<file path="config.mk">
export PLATFORM = sky130hd
export DESIGN_NAME = host_address_map_decoder
export DESIGN_NICKNAME = d
export VERILOG_FILES = /design/src/core/addr_map_pkg.sv /design/src/core/host_address_map_decoder.sv
export SDC_FILE = /design/constraint.sdc
export NUM_CORES = 1
export LEC_CHECK = 0
export ABC_AREA = 1
export BUFFER_PORTS_ARGS = -buffer_cell sky130_fd_sc_hd__buf_4
export CAP_MARGIN = 20
export CORE_MARGIN = 10
export CORE_UTILIZATION = 55
export DETAILED_ROUTE_END_ITERATION = 12
export PLACE_DENSITY = 0.88
export SYNTH_ARGS = -nofsm -noshare
export SYNTH_HDL_FRONTEND = slang
export SYNTH_SLANG_ARGS = --single-unit
</file>
<file path="constraint.sdc">
create_clock -name clk_sys -period 12.8 [get_ports clk_sys]
set_input_delay 1.92 -clock clk_sys [delete_from_list [all_inputs] [get_ports clk_sys]]
set_output_delay 1.92 -clock clk_sys [all_outputs]
set_load 0.05 [all_outputs]
</file>
<file path="src/core/addr_map_pkg.sv">
// Overview of operation
// [RL1] lowest 512K always claimed by memory
// [RL2] 80000h-9FFFFh routable to memory or PCI
// [RL3] four attributes, reads and writes separate
// [RL4] graphics window to PCI, optionally memory
// [RL5] management space defaults A0000h, relocatable
// [RL6] expansion region: eight 16K attributed blocks
// [RL7] extended BIOS: four blocks, agent, attribute
// [RL8] top BIOS reset: bridge RW, controller off
// [RL9] low gap 1M aligned, power-of-two, excluded
// [RL10] frame buffer 1M aligned below 4G
// [RL11] software orders middle gap between others
// [RL12] high gap start/end, up to 64G
// [RL13] reclaiming raises top by low and mid gap sizes
// [RL14] high BIOS claimed by memory when enabled
// [RL15] high BIOS aliases top of ISA extended
// [RL16] APIC window reserved, no unit claims
// [RL17] APIC-to-BIOS range local unless excepted
// [RL18] management flag steers by SMM range
// [RL19] expansion aliasing folds I/O onto 100-3FFh
// [RL20] two I/O ranges forward or ignore
// [RL21] gaps to 64G, frame buffer below 4G
// [RL22] all agents alias I/O consistently
// [RL23] unmatched access claimed by nobody
package addr_map_pkg;
  localparam int ADDR_W = 36;
  localparam int MB_W = 16;
  localparam int REG_W = 32;
  localparam logic [4:0] MB_SHIFT = 5'h14;
  localparam logic [35:0] LOW_DOS_TOP = 36'h0_0007_FFFF;
  localparam logic [35:0] DOS_TOP = 36'h0_0009_FFFF;
  localparam logic [35:0] GFX_BASE = 36'h0_000A_0000;
  localparam logic [35:0] GFX_TOP = 36'h0_000B_FFFF;
  localparam logic [35:0] EXP_BASE = 36'h0_000C_0000;
  localparam logic [35:0] EXT_BASE = 36'h0_000E_0000;
  localparam logic [35:0] SYS_BASE = 36'h0_000F_0000;
  localparam logic [35:0] ONE_MB = 36'h0_0010_0000;
  localparam logic [35:0] FOUR_GB = 36'h1_0000_0000;
  localparam logic [35:0] APIC_BASE = 36'h0_FEC0_0000;
  localparam logic [35:0] APIC_TOP = 36'h0_FEC0_FFFF;
  localparam logic [35:0] MID_BASE = 36'h0_FED0_0000;
  localparam logic [35:0] HBIOS_BASE = 36'h0_FFE0_0000;
  localparam logic [35:0] ISA_ALIAS_BASE = 36'h0_00FE_0000;
  localparam logic [35:0] HBIOS_ALIAS_MASK = 36'h0_0001_FFFF;
  localparam logic [15:0] SMM_BASE_RST = 16'h000A;
  localparam logic [15:0] SMM_SIZE_RST = 16'h0001;
  localparam logic [15:0] IO_ALIAS_MASK = 16'h03FF;
  localparam logic [15:0] IO_EXP_MIN = 16'h0400;
  localparam logic [3:0] ADDR_GLOBAL = 4'h0;
  localparam logic [3:0] ADDR_COMPAT = 4'h1;
  localparam logic [3:0] ADDR_LOWGAP = 4'h2;
  localparam logic [3:0] ADDR_MIDGAP = 4'h3;
  localparam logic [3:0] ADDR_HIGAP = 4'h4;
  localparam logic [3:0] ADDR_FBUF = 4'h5;
  localparam logic [3:0] ADDR_SMM = 4'h6;
  localparam logic [3:0] ADDR_IO0 = 4'h7;
  localparam logic [3:0] ADDR_IO1 = 4'h8;
  localparam logic [3:0] ADDR_TOP = 4'h9;
  localparam logic [3:0] ADDR_STATUS = 4'hA;
  localparam logic [31:0] GLOBAL_RST = 32'h0000_0000;
  localparam logic [31:0] COMPAT_RST_BRIDGE = 32'h1000_0000;
  localparam logic [31:0] COMPAT_RST_MEM = 32'h0000_0000;
  localparam logic [31:0] TOP_RST = 32'h0000_0000;
  localparam logic [31:0] SMM_RST = {SMM_BASE_RST, SMM_SIZE_RST};

  typedef enum logic [1:0] {
    ATTR_OFF = 2'b00,
    ATTR_RW = 2'b01,
    ATTR_WO = 2'b10,
    ATTR_RO = 2'b11
  } attr_type;

  typedef enum logic [1:0] {
    TGT_NONE = 2'b00,
    TGT_DRAM = 2'b01,
    TGT_PCI = 2'b10
  } target_type;

  typedef struct packed {
    logic valid;
    logic is_io;
    logic is_write;
    logic mgmt;
    logic [35:0] addr;
  } request_type;

  typedef struct packed {
    logic valid;
    target_type target;
    logic [35:0] addr;
  } decision_type;
endpackage : addr_map_pkg

</file>
<file path="src/core/host_address_map_decoder.sv">
module host_address_map_decoder #(
  parameter bit BRIDGE_ROLE = 1'b1,
  parameter bit COMPAT_BRIDGE = 1'b1
) (
  input wire logic clk_sys,
  input wire logic rst,
  input wire addr_map_pkg::request_type req,
  output addr_map_pkg::decision_type dec,
  input wire logic [3:0] reg_addr,
  input wire logic [31:0] reg_wdata,
  input wire logic reg_wr,
  input wire logic reg_rd,
  output logic [31:0] reg_rdata
);
  // global: [0] gfx as memory, [1] reclaim, [2] hbios en, [3] apic rng en, [4] isa bridged,
  // [5] io alias, [6] low gap en, [7] mid gap en, [8] high gap en, [9] fbuf en, [10] dos hi to pci,
  // [11] io0 en, [12] io1 en
  // compat: [15:0] eight expansion attrs, [23:16] ext bios attrs, [27:24] ext bios owner,
  // [29:28] sys bios attr, [31:30] dos hi attr
  logic [31:0] global_reg, compat_reg, lowgap_reg, midgap_reg, higap_reg, fbuf_reg, smm_reg;
  logic [31:0] io0_reg, io1_reg, top_reg;
  logic [31:0] hits_reg, rdata_reg;
  addr_map_pkg::decision_type dec_reg;

  function automatic logic attr_ok(input logic [1:0] a, input logic wr);
    attr_ok = (a == addr_map_pkg::ATTR_RW) || (wr && a == addr_map_pkg::ATTR_WO) ||
      (!wr && a == addr_map_pkg::ATTR_RO);
  endfunction : attr_ok

  // gap field: [15:0] base in MB, [18:16] size code: size = 1 << code MB, code 0..5
  function automatic logic gap_hit(input logic [35:0] a, input logic [31:0] g);
    logic [35:0] base;
    logic [35:0] size;
    base = {4'h0, g[15:0], 16'h0000} << 4;
    size = addr_map_pkg::ONE_MB << g[18:16];
    gap_hit = (g[18:16] <= 3'd5) && (a >= base) && (a < base + size);
  endfunction : gap_hit

  function automatic logic [35:0] gap_size(input logic en, input logic [31:0] g);
    gap_size = en ? (addr_map_pkg::ONE_MB << g[18:16]) : 36'h0_0000_0000;
  endfunction : gap_size

  wire logic wr = req.is_write;
  wire logic [35:0] a = req.addr;
  wire logic [15:0] a_mb = a[35:20];
  wire logic in_low = a <= addr_map_pkg::LOW_DOS_TOP;
  wire logic in_dos_hi = !in_low && a <= addr_map_pkg::DOS_TOP;
  wire logic in_gfx = a >= addr_map_pkg::GFX_BASE && a <= addr_map_pkg::GFX_TOP;
  wire logic in_exp = a >= addr_map_pkg::EXP_BASE && a < addr_map_pkg::EXT_BASE;
  wire logic in_ext = a >= addr_map_pkg::EXT_BASE && a < addr_map_pkg::SYS_BASE;
  wire logic in_sys = a >= addr_map_pkg::SYS_BASE && a < addr_map_pkg::ONE_MB;
  wire logic in_apic = a >= addr_map_pkg::APIC_BASE && a <= addr_map_pkg::APIC_TOP;
  wire logic in_mid = a >= addr_map_pkg::MID_BASE && a < addr_map_pkg::HBIOS_BASE;
  wire logic in_hbios = a >= addr_map_pkg::HBIOS_BASE && a < addr_map_pkg::FOUR_GB;
  wire logic [2:0] exp_idx = a[16:14];
  wire logic [1:0] ext_idx = a[15:14];
  wire logic [1:0] exp_attr = compat_reg[{exp_idx, 1'b0} +: 2]; // RL6
  wire logic [1:0] ext_attr = {compat_reg[17 + 2 * ext_idx], compat_reg[16 + 2 * ext_idx]}; // RL7
  wire logic ext_mine = compat_reg[24 + ext_idx] == BRIDGE_ROLE; // RL7
  wire logic [1:0] sys_attr = compat_reg[29:28];
  wire logic [1:0] dos_attr = compat_reg[31:30];
  wire logic low_gap = global_reg[6] && gap_hit(a, lowgap_reg); // RL9
  wire logic mid_gap = global_reg[7] && gap_hit(a, midgap_reg); // RL21
  // high gap from start/end in MB, inclusive of start, exclusive of end
  wire logic hi_gap = global_reg[8] && a_mb >= higap_reg[15:0] && a_mb < higap_reg[31:16]; // RL12
  wire logic fb_hit = global_reg[9] && a < addr_map_pkg::FOUR_GB && gap_hit(a, fbuf_reg); // RL10 RL21
  wire logic any_gap = low_gap || mid_gap || hi_gap || (BRIDGE_ROLE && fb_hit);
  // reclaim: hidden dram moves above the programmed top
  wire logic [35:0] top_base = {top_reg[15:0], 20'h0_0000};
  wire logic [35:0] top_eff = top_base + (global_reg[1] ? (gap_size(global_reg[6], lowgap_reg) + // RL13
    gap_size(global_reg[7], midgap_reg)) : 36'h0_0000_0000);
  wire logic below_top = a < top_eff;
  // end computed one bit wider so a range reaching the top block does not wrap
  wire logic smm_hit = a_mb == 16'h0000 && a[19:16] >= smm_reg[19:16] && // RL5
    {1'b0, a[19:16]} < ({1'b0, smm_reg[19:16]} + {1'b0, smm_reg[3:0]});
  wire logic smm_steer = req.mgmt && smm_hit; // RL18
  // i/o: fold expansion aliases before compare, ranges are [15:0] base [31:16] limit, io enables in global
  wire logic io_exp = a[15:0] >= addr_map_pkg::IO_EXP_MIN && a[9:8] != 2'b00;
  wire logic [15:0] io_a = (global_reg[5] && io_exp) ? (a[15:0] & addr_map_pkg::IO_ALIAS_MASK) : a[15:0]; // RL19
  wire logic io0_hit = global_reg[11] && io_a >= io0_reg[15:0] && io_a <= io0_reg[31:16]; // RL20
  wire logic io1_hit = global_reg[12] && io_a >= io1_reg[15:0] && io_a <= io1_reg[31:16]; // RL20

  // memory-controller view: claim dram
  logic mem_claim;
  always_comb begin
    mem_claim = 1'b0;
    if (in_low) begin
      mem_claim = 1'b1; // RL1
    end else if (smm_steer) begin
      mem_claim = 1'b1;
    end else if (in_dos_hi) begin
      mem_claim = !global_reg[10] && attr_ok(dos_attr, wr); // RL2 RL3
    end else if (in_gfx) begin
      mem_claim = global_reg[0]; // RL4
    end else if (in_exp) begin
      mem_claim = attr_ok(exp_attr, wr); // RL6
    end else if (in_ext) begin
      mem_claim = ext_mine && attr_ok(ext_attr, wr); // RL7
    end else if (in_sys) begin
      mem_claim = attr_ok(sys_attr, wr); // RL8
    end else if (in_apic) begin
      mem_claim = 1'b0; // RL16
    end else if (in_hbios) begin
      mem_claim = global_reg[2]; // RL14
    end else if (in_mid) begin
      mem_claim = global_reg[3] && below_top && !(!global_reg[2] && any_gap); // RL17
    end else begin
      mem_claim = below_top && !any_gap; // RL9
    end
  end

  // bridge view: claim for pci
  logic pci_claim;
  always_comb begin
    pci_claim = 1'b0;
    if (in_low) begin
      pci_claim = 1'b0; // RL1
    end else if (smm_steer) begin
      pci_claim = 1'b0;
    end else if (in_dos_hi) begin
      pci_claim = global_reg[10] && attr_ok(dos_attr, wr); // RL2
    end else if (in_gfx) begin
      pci_claim = !global_reg[0]; // RL4
    end else if (in_exp) begin
      pci_claim = attr_ok(exp_attr, wr);
    end else if (in_ext) begin
      pci_claim = ext_mine && attr_ok(ext_attr, wr);
    end else if (in_sys) begin
      pci_claim = attr_ok(sys_attr, wr);
    end else if (in_apic) begin
      pci_claim = 1'b0; // RL16
    end else if (in_hbios) begin
      pci_claim = !global_reg[2];
    end else begin
      pci_claim = any_gap;
    end
  end

  wire logic claim = req.is_io ? (BRIDGE_ROLE && (io0_hit || io1_hit)) : // RL20
    (BRIDGE_ROLE ? pci_claim : mem_claim);
  wire logic [35:0] out_addr = (!req.is_io && in_hbios && global_reg[4]) ? // RL15
    (addr_map_pkg::ISA_ALIAS_BASE | (a & addr_map_pkg::HBIOS_ALIAS_MASK)) : a;
  wire addr_map_pkg::target_type tgt = !claim ? addr_map_pkg::TGT_NONE : // RL23
    (BRIDGE_ROLE ? addr_map_pkg::TGT_PCI : addr_map_pkg::TGT_DRAM);

  wire logic [31:0] status_now = {26'h000_0000, smm_steer, hi_gap, mid_gap, low_gap, fb_hit, claim};
  wire logic [31:0] rd_mux =
    reg_addr == addr_map_pkg::ADDR_GLOBAL ? global_reg :
    reg_addr == addr_map_pkg::ADDR_COMPAT ? compat_reg :
    reg_addr == addr_map_pkg::ADDR_LOWGAP ? lowgap_reg :
    reg_addr == addr_map_pkg::ADDR_MIDGAP ? midgap_reg :
    reg_addr == addr_map_pkg::ADDR_HIGAP ? higap_reg :
    reg_addr == addr_map_pkg::ADDR_FBUF ? fbuf_reg :
    reg_addr == addr_map_pkg::ADDR_SMM ? smm_reg :
    reg_addr == addr_map_pkg::ADDR_IO0 ? io0_reg :
    reg_addr == addr_map_pkg::ADDR_IO1 ? io1_reg :
    reg_addr == addr_map_pkg::ADDR_TOP ? top_reg :
    reg_addr == addr_map_pkg::ADDR_STATUS ? hits_reg : 32'h0000_0000;

  always_ff @(posedge clk_sys or posedge rst) begin
    if (rst) begin
      global_reg <= addr_map_pkg::GLOBAL_RST;
      compat_reg <= (BRIDGE_ROLE && COMPAT_BRIDGE) ? addr_map_pkg::COMPAT_RST_BRIDGE :
        addr_map_pkg::COMPAT_RST_MEM; // RL8
      lowgap_reg <= 32'h0000_0000;
      midgap_reg <= 32'h0000_0000;
      higap_reg <= 32'h0000_0000;
      fbuf_reg <= 32'h0000_0000;
      smm_reg <= addr_map_pkg::SMM_RST; // RL5
      io0_reg <= 32'h0000_0000;
      io1_reg <= 32'h0000_0000;
      top_reg <= addr_map_pkg::TOP_RST;
    end else if (reg_wr) begin
      case (reg_addr)
        addr_map_pkg::ADDR_GLOBAL: global_reg <= reg_wdata;
        addr_map_pkg::ADDR_COMPAT: compat_reg <= reg_wdata;
        addr_map_pkg::ADDR_LOWGAP: lowgap_reg <= reg_wdata;
        addr_map_pkg::ADDR_MIDGAP: midgap_reg <= reg_wdata;
        addr_map_pkg::ADDR_HIGAP: higap_reg <= reg_wdata;
        addr_map_pkg::ADDR_FBUF: fbuf_reg <= reg_wdata;
        addr_map_pkg::ADDR_SMM: smm_reg <= reg_wdata;
        addr_map_pkg::ADDR_IO0: io0_reg <= reg_wdata;
        addr_map_pkg::ADDR_IO1: io1_reg <= reg_wdata;
        addr_map_pkg::ADDR_TOP: top_reg <= reg_wdata;
        default: ;
      endcase
    end
  end

  always_ff @(posedge clk_sys or posedge rst) begin
    if (rst) begin
      dec_reg <= '0;
      hits_reg <= 32'h0000_0000;
      rdata_reg <= 32'h0000_0000;
    end else begin
      dec_reg <= '{valid: req.valid, target: req.valid ? tgt : addr_map_pkg::TGT_NONE, addr: out_addr};
      if (req.valid) begin
        hits_reg <= status_now;
      end
      rdata_reg <= reg_rd ? rd_mux : 32'h0000_0000;
    end
  end

  assign dec = dec_reg;
  assign reg_rdata = rdata_reg;

  a_low_dos_claim: assert property (@(posedge clk_sys) disable iff (rst) // RL1
    (req.valid && !req.is_io && req.addr <= addr_map_pkg::LOW_DOS_TOP && !BRIDGE_ROLE)
    |=> dec.target == addr_map_pkg::TGT_DRAM)
    else $error("low dos not claimed");
  a_apic_unclaimed: assert property (@(posedge clk_sys) disable iff (rst) // RL16
    (req.valid && !req.is_io && req.addr >= addr_map_pkg::APIC_BASE && req.addr <= addr_map_pkg::APIC_TOP)
    |=> dec.target == addr_map_pkg::TGT_NONE)
    else $error("apic window claimed");
  a_idle_no_target: assert property (@(posedge clk_sys) disable iff (rst) // RL23
    !req.valid |=> dec.target == addr_map_pkg::TGT_NONE)
    else $error("target without request");
  a_io_disabled: assert property (@(posedge clk_sys) disable iff (rst) // RL20
    (req.valid && req.is_io && !global_reg[11] && !global_reg[12]) |=> dec.target == addr_map_pkg::TGT_NONE)
    else $error("io claimed with ranges off");
  a_ro_write_block: assert property (@(posedge clk_sys) disable iff (rst) // RL3
    (req.valid && !req.is_io && !req.mgmt && req.is_write && req.addr >= addr_map_pkg::EXP_BASE &&
     req.addr < addr_map_pkg::EXT_BASE && exp_attr == addr_map_pkg::ATTR_RO)
    |=> dec.target == addr_map_pkg::TGT_NONE)
    else $error("write to read-only block claimed");
  a_gfx_route: assert property (@(posedge clk_sys) disable iff (rst) // RL4
    (req.valid && !req.is_io && in_gfx && !smm_steer && !global_reg[0] && BRIDGE_ROLE)
    |=> dec.target == addr_map_pkg::TGT_PCI)
    else $error("graphics not forwarded");
  a_hbios_alias: assert property (@(posedge clk_sys) disable iff (rst) // RL15
    (req.valid && !req.is_io && in_hbios && global_reg[4])
    |=> dec.addr[35:17] == addr_map_pkg::ISA_ALIAS_BASE[35:17])
    else $error("high bios not aliased");
  a_read_latency: assert property (@(posedge clk_sys) disable iff (rst) // RL5
    (reg_rd && reg_addr == addr_map_pkg::ADDR_SMM && !$past(reg_wr)) |=> reg_rdata == $past(smm_reg))
    else $error("read data wrong");
  a_smm_steer: assert property (@(posedge clk_sys) disable iff (rst) // RL18
    (req.valid && !req.is_io && req.mgmt && smm_hit)
    |=> dec.target == (BRIDGE_ROLE ? addr_map_pkg::TGT_NONE : addr_map_pkg::TGT_DRAM))
    else $error("management access not steered");
endmodule : host_address_map_decoder

</file>
==> metrics.md <==
| Metric | Value |
|---|---|
| Net Switching | between 1 and 1.5 mW |
| Tot Pwr | 4.09 mW |
| Crit-path max FO | 7 |
| Syn avg cell area | between 8 and 9 um^2 |
| Max reg flops | 38 |
| Post-CTS Setup Bufs | 0 |
| Seq/Total Area, Yosys | 0.432 |
| Max-cap violations | 0 |
| Synth Net Count | about 3100 |
| FF-to-FF setup slack | 8.31 ns |
| Via count of the routed design | 21500 |
| Starting density of the core | 0.559 |
| Comb pwr share | 0.271 |
| CTS max path bufs | 3 |
| Async set-or-reset flop fraction in the synthesized netlist | 1.00 |
| Worst Hold Depth | 2 |
| Yosys reg bits | 396 |
| Switching share of total power | 0.358 |
| CP startpoint kind | flip-flop |
| IO Port Bufs | approximately 150 |
| Chip height | 224 um |
| Yosys warnings | 0 |
| PwrDens | 158 nW/um^2 |
| First-pass GRT wire length | between 100000 and 150000 um |
| Post-CTS sizing | 0 |
| Antenna-violating nets left | 0 |
| Normalized max-slew margin | 0.275 |
| Mapped cell area | approximately 23000 um^2 |
| Critical Path Sink Type | flip-flop |
| Detailed Routing Iterations Pass 1 | 6 |
| Maximum clock frequency | between 200 and 250 MHz |
| Setup TNS | 0 ns |
| Slowest stage cell, crit path | dfrtp_1 |
| RSZ-0062 raised after global routing | false |
| WP buf/inv | 1 |
| Top FF cell, synth | dfrtp_1 |
| Leakage | 12.9 nW |
| Sink Count | about 400 |
| Period utilization | 0.351 |
| Clk pwr share | 0.317 |
| Total clock buffers created by CTS | 43 |
| Int Power | 2.63 mW |
| Initial antenna violation count | 1 |
| DRC Markers | 0 |
| EDFF count, synth | 0 |
| Share of layout cells above drive strength 1 | 0.102 |
| Width of the die | 224 um |
| Nets | 3209 |
| Post-DP HPWL | between 50000 and 60000 um |
| Vias in the first global route | 20700 |
| Seq pwr share | 0.412 |
| RR Startpoint | midgap_reg[16] |
| Largest net degree at the start of global routing | 177 |
| Post-Syn Instances | roughly 2800 |
| Fin util | 0.633 |
| Most used cell, CP | nand2_1 |
| Critical path data arrival time | between 5 and 6 ns |
| 1st-iter DRT viols | between 2000 and 3000 |
| Clock transition at path regs | 0.06 ns |
| Core Box Area | 41000 um^2 |
| Req. time, crit path | around 13 ns |
| RD Place Congestion | 1.02 |
| H-tree lvl count | 2 |
| Final setup viols | 0 |
| Die Area | 50300 um^2 |
| Hold buffers post-CTS | 0 |
| CP peak stage delay | 0.55 ns |
| Root buf cell | clkbuf_16 |
| CP Class | reg -> reg |
| Ports | 151 |
| Routed wire per std cell | 22.8 um |
| Kind of cell adding the most delay to the critical path | simple AND/OR/NAND/NOR gates |
| CTS tree | done |
| Hold Startpoint | global_reg[22] |
| Standard-cell rows | 74 |
| CP Launch Point | midgap_reg[16] |
| FILL cells | 3379 |
| Fin. Hold Viols | 0 |
| R2R depth | 31 |
| # diodes | 0 |
| Tmin final | 4.49 ns |
| Reg2reg end | hits_reg[0] |
| Final-report max-slew violation count | 0 |
| Hold endpoint | global_reg[22] |
| Vias per cell | 6.19 |
| Global Route Usage Sum | 0.311 |
| Peak VDD IR | 0.000103 V |
| Least-Margin Pin Slew | 1.08 ns |
| Gr ovfl total | 0 |
| Area Growth Syn to Fin | 13.3% |
| Status | finished, final reports clean |
| Total Wirelength | 79000 um |
| Clock Latency Late Sink | 0.61 ns |
| HP Class | reg -> reg |
| Clock Skew | 0.0225 ns |
| Synth cell types | 51 |
## final cells by class
cell class	instances	area (um^2)	area share
clock buffers	62	1260	0.0484
well taps	532	666	0.0256
repair buffers	167	1340	0.0516
multi-input cells	1953	11300	0.436
clock inverters	17	209	0.00804
inverters	338	1270	0.0491
flip-flops and latches	396	9910	0.382
## metrics by stage
| stage | hold slack (ns) | cell area, um^2 | setup slack (ns) | cells |
|---|---|---|---|---|
| final | 0.479 | 26000 | 8.31 | 3465 |
| after detailed placement | 0.468 | 24400 | 8.01 | 3382 |
| after CTS | 0.484 | 25900 | 8.39 | 3461 |
| after floorplan | 0.448 | 22900 | 5.55 | 2802 |
| after global placement | 0.463 | 24400 | 8.01 | 3381 |
| after global routing | 0.502 | 26000 | 7.89 | 3465 |
## worst register-to-register path, delay by kind of cell, from the launching register on
kind / cells / cell delay (ns)
AO/OA/AOI/OAI: 5 / 0.74
AND/OR/NAND/NOR: 22 / 2.28
XOR/XNOR: 1 / 0.15
adder cells (fa/ha/maj): 2 / 0.57
buffers and inverters: 1 / 0.15
flip-flops: 1 / 0.55
## synthesized netlist by cell type (all sizes together), types with 4 or more instances
| cell | n | area (um^2) |
|---|---|---|
| a221oi | 17 | 149 |
| xnor2 | 8 | 70.1 |
| a211oi | 12 | 90.1 |
| dfrtp | 392 | 9810 |
| o21a | 6 | 45.0 |
| o2111ai | 12 | 105 |
| nand4 | 31 | 194 |
| ha | 226 | 2830 |
| clkbuf | 96 | 360 |
| o21ai | 408 | 2050 |
| nor4 | 7 | 62.6 |
| a21oi | 156 | 796 |
| a22oi | 4 | 30.0 |
| fa | 4 | 80.1 |
| nand2 | 673 | 2540 |
| o211ai | 75 | 563 |
| buf | 19 | 92.6 |
| inv | 338 | 1270 |
| xor2 | 33 | 289 |
| nand3b | 4 | 30.0 |
| nor3 | 42 | 220 |
| nand3 | 92 | 465 |
| o21bai | 6 | 56.3 |
| o221ai | 9 | 78.8 |
| nor2 | 117 | 477 |
| dfstp | 4 | 105 |
## kinds of logic (layout without fill, tap and decap cells)
family          after synthesis  after routing  synth area share
compound gates              711            711             0.174
xor+xnor                     41             41            0.0157
other cells                   1              1          0.000164
simple gates                970            970             0.175
flops                       396            396             0.432
buf+inv                     453            584            0.0752
fa+ha+maj                   230            230             0.127
## worst max-delay path by stage
| stage | to | slack (ns) | depth (start not counted) |
|---|---|---|---|
| final | hits_reg[0] | 8.31 | 31 |
| after global routing | hits_reg[0] | 7.89 | 33 |
| after CTS | hits_reg[0] | 8.39 | 28 |
| after detailed placement | hits_reg[0] | 8.01 | 20 |
| after global placement | hits_reg[0] | 8.01 | 20 |
| after floorplan | compat_reg[0] | 5.55 | 1 |
## layer usage
metal	global-route usage	wire length [um]	up-vias
li1	-	-	9595
met1	0.391	29600	10200
met2	0.479	35000	1352
met3	0.0691	8670	335
met4	0.202	5640	4
met5	0	29	-
## power by group through the flow
| stage | combinational (mW) | clock, mW | sequential, mW |
|---|---|---|---|
| CTS | 1.09 | 1.30 | 1.67 |
| global placement | 1.03 | 0 | 1.68 |
| detailed placement | 1.08 | 0 | 1.69 |
| finish | 1.11 | 1.30 | 1.69 |
| global route | 1.26 | 1.36 | 1.71 |
| floorplan | 0.719 | 0 | 1.67 |
## cells in the final DEF (no fill, tap or decap), drive strengths merged, types with 17 or more instances in the layout
cell	count
o21ai	408
dfrtp	392
o211ai	75
nand3	92
inv	339
nand4	31
xor2	33
nor2	117
clkbuf	62
buf	167
nor3	42
nand2	673
ha	226
a221oi	17
a21oi	156
Note: power is estimated with default switching activity, not from simulation.
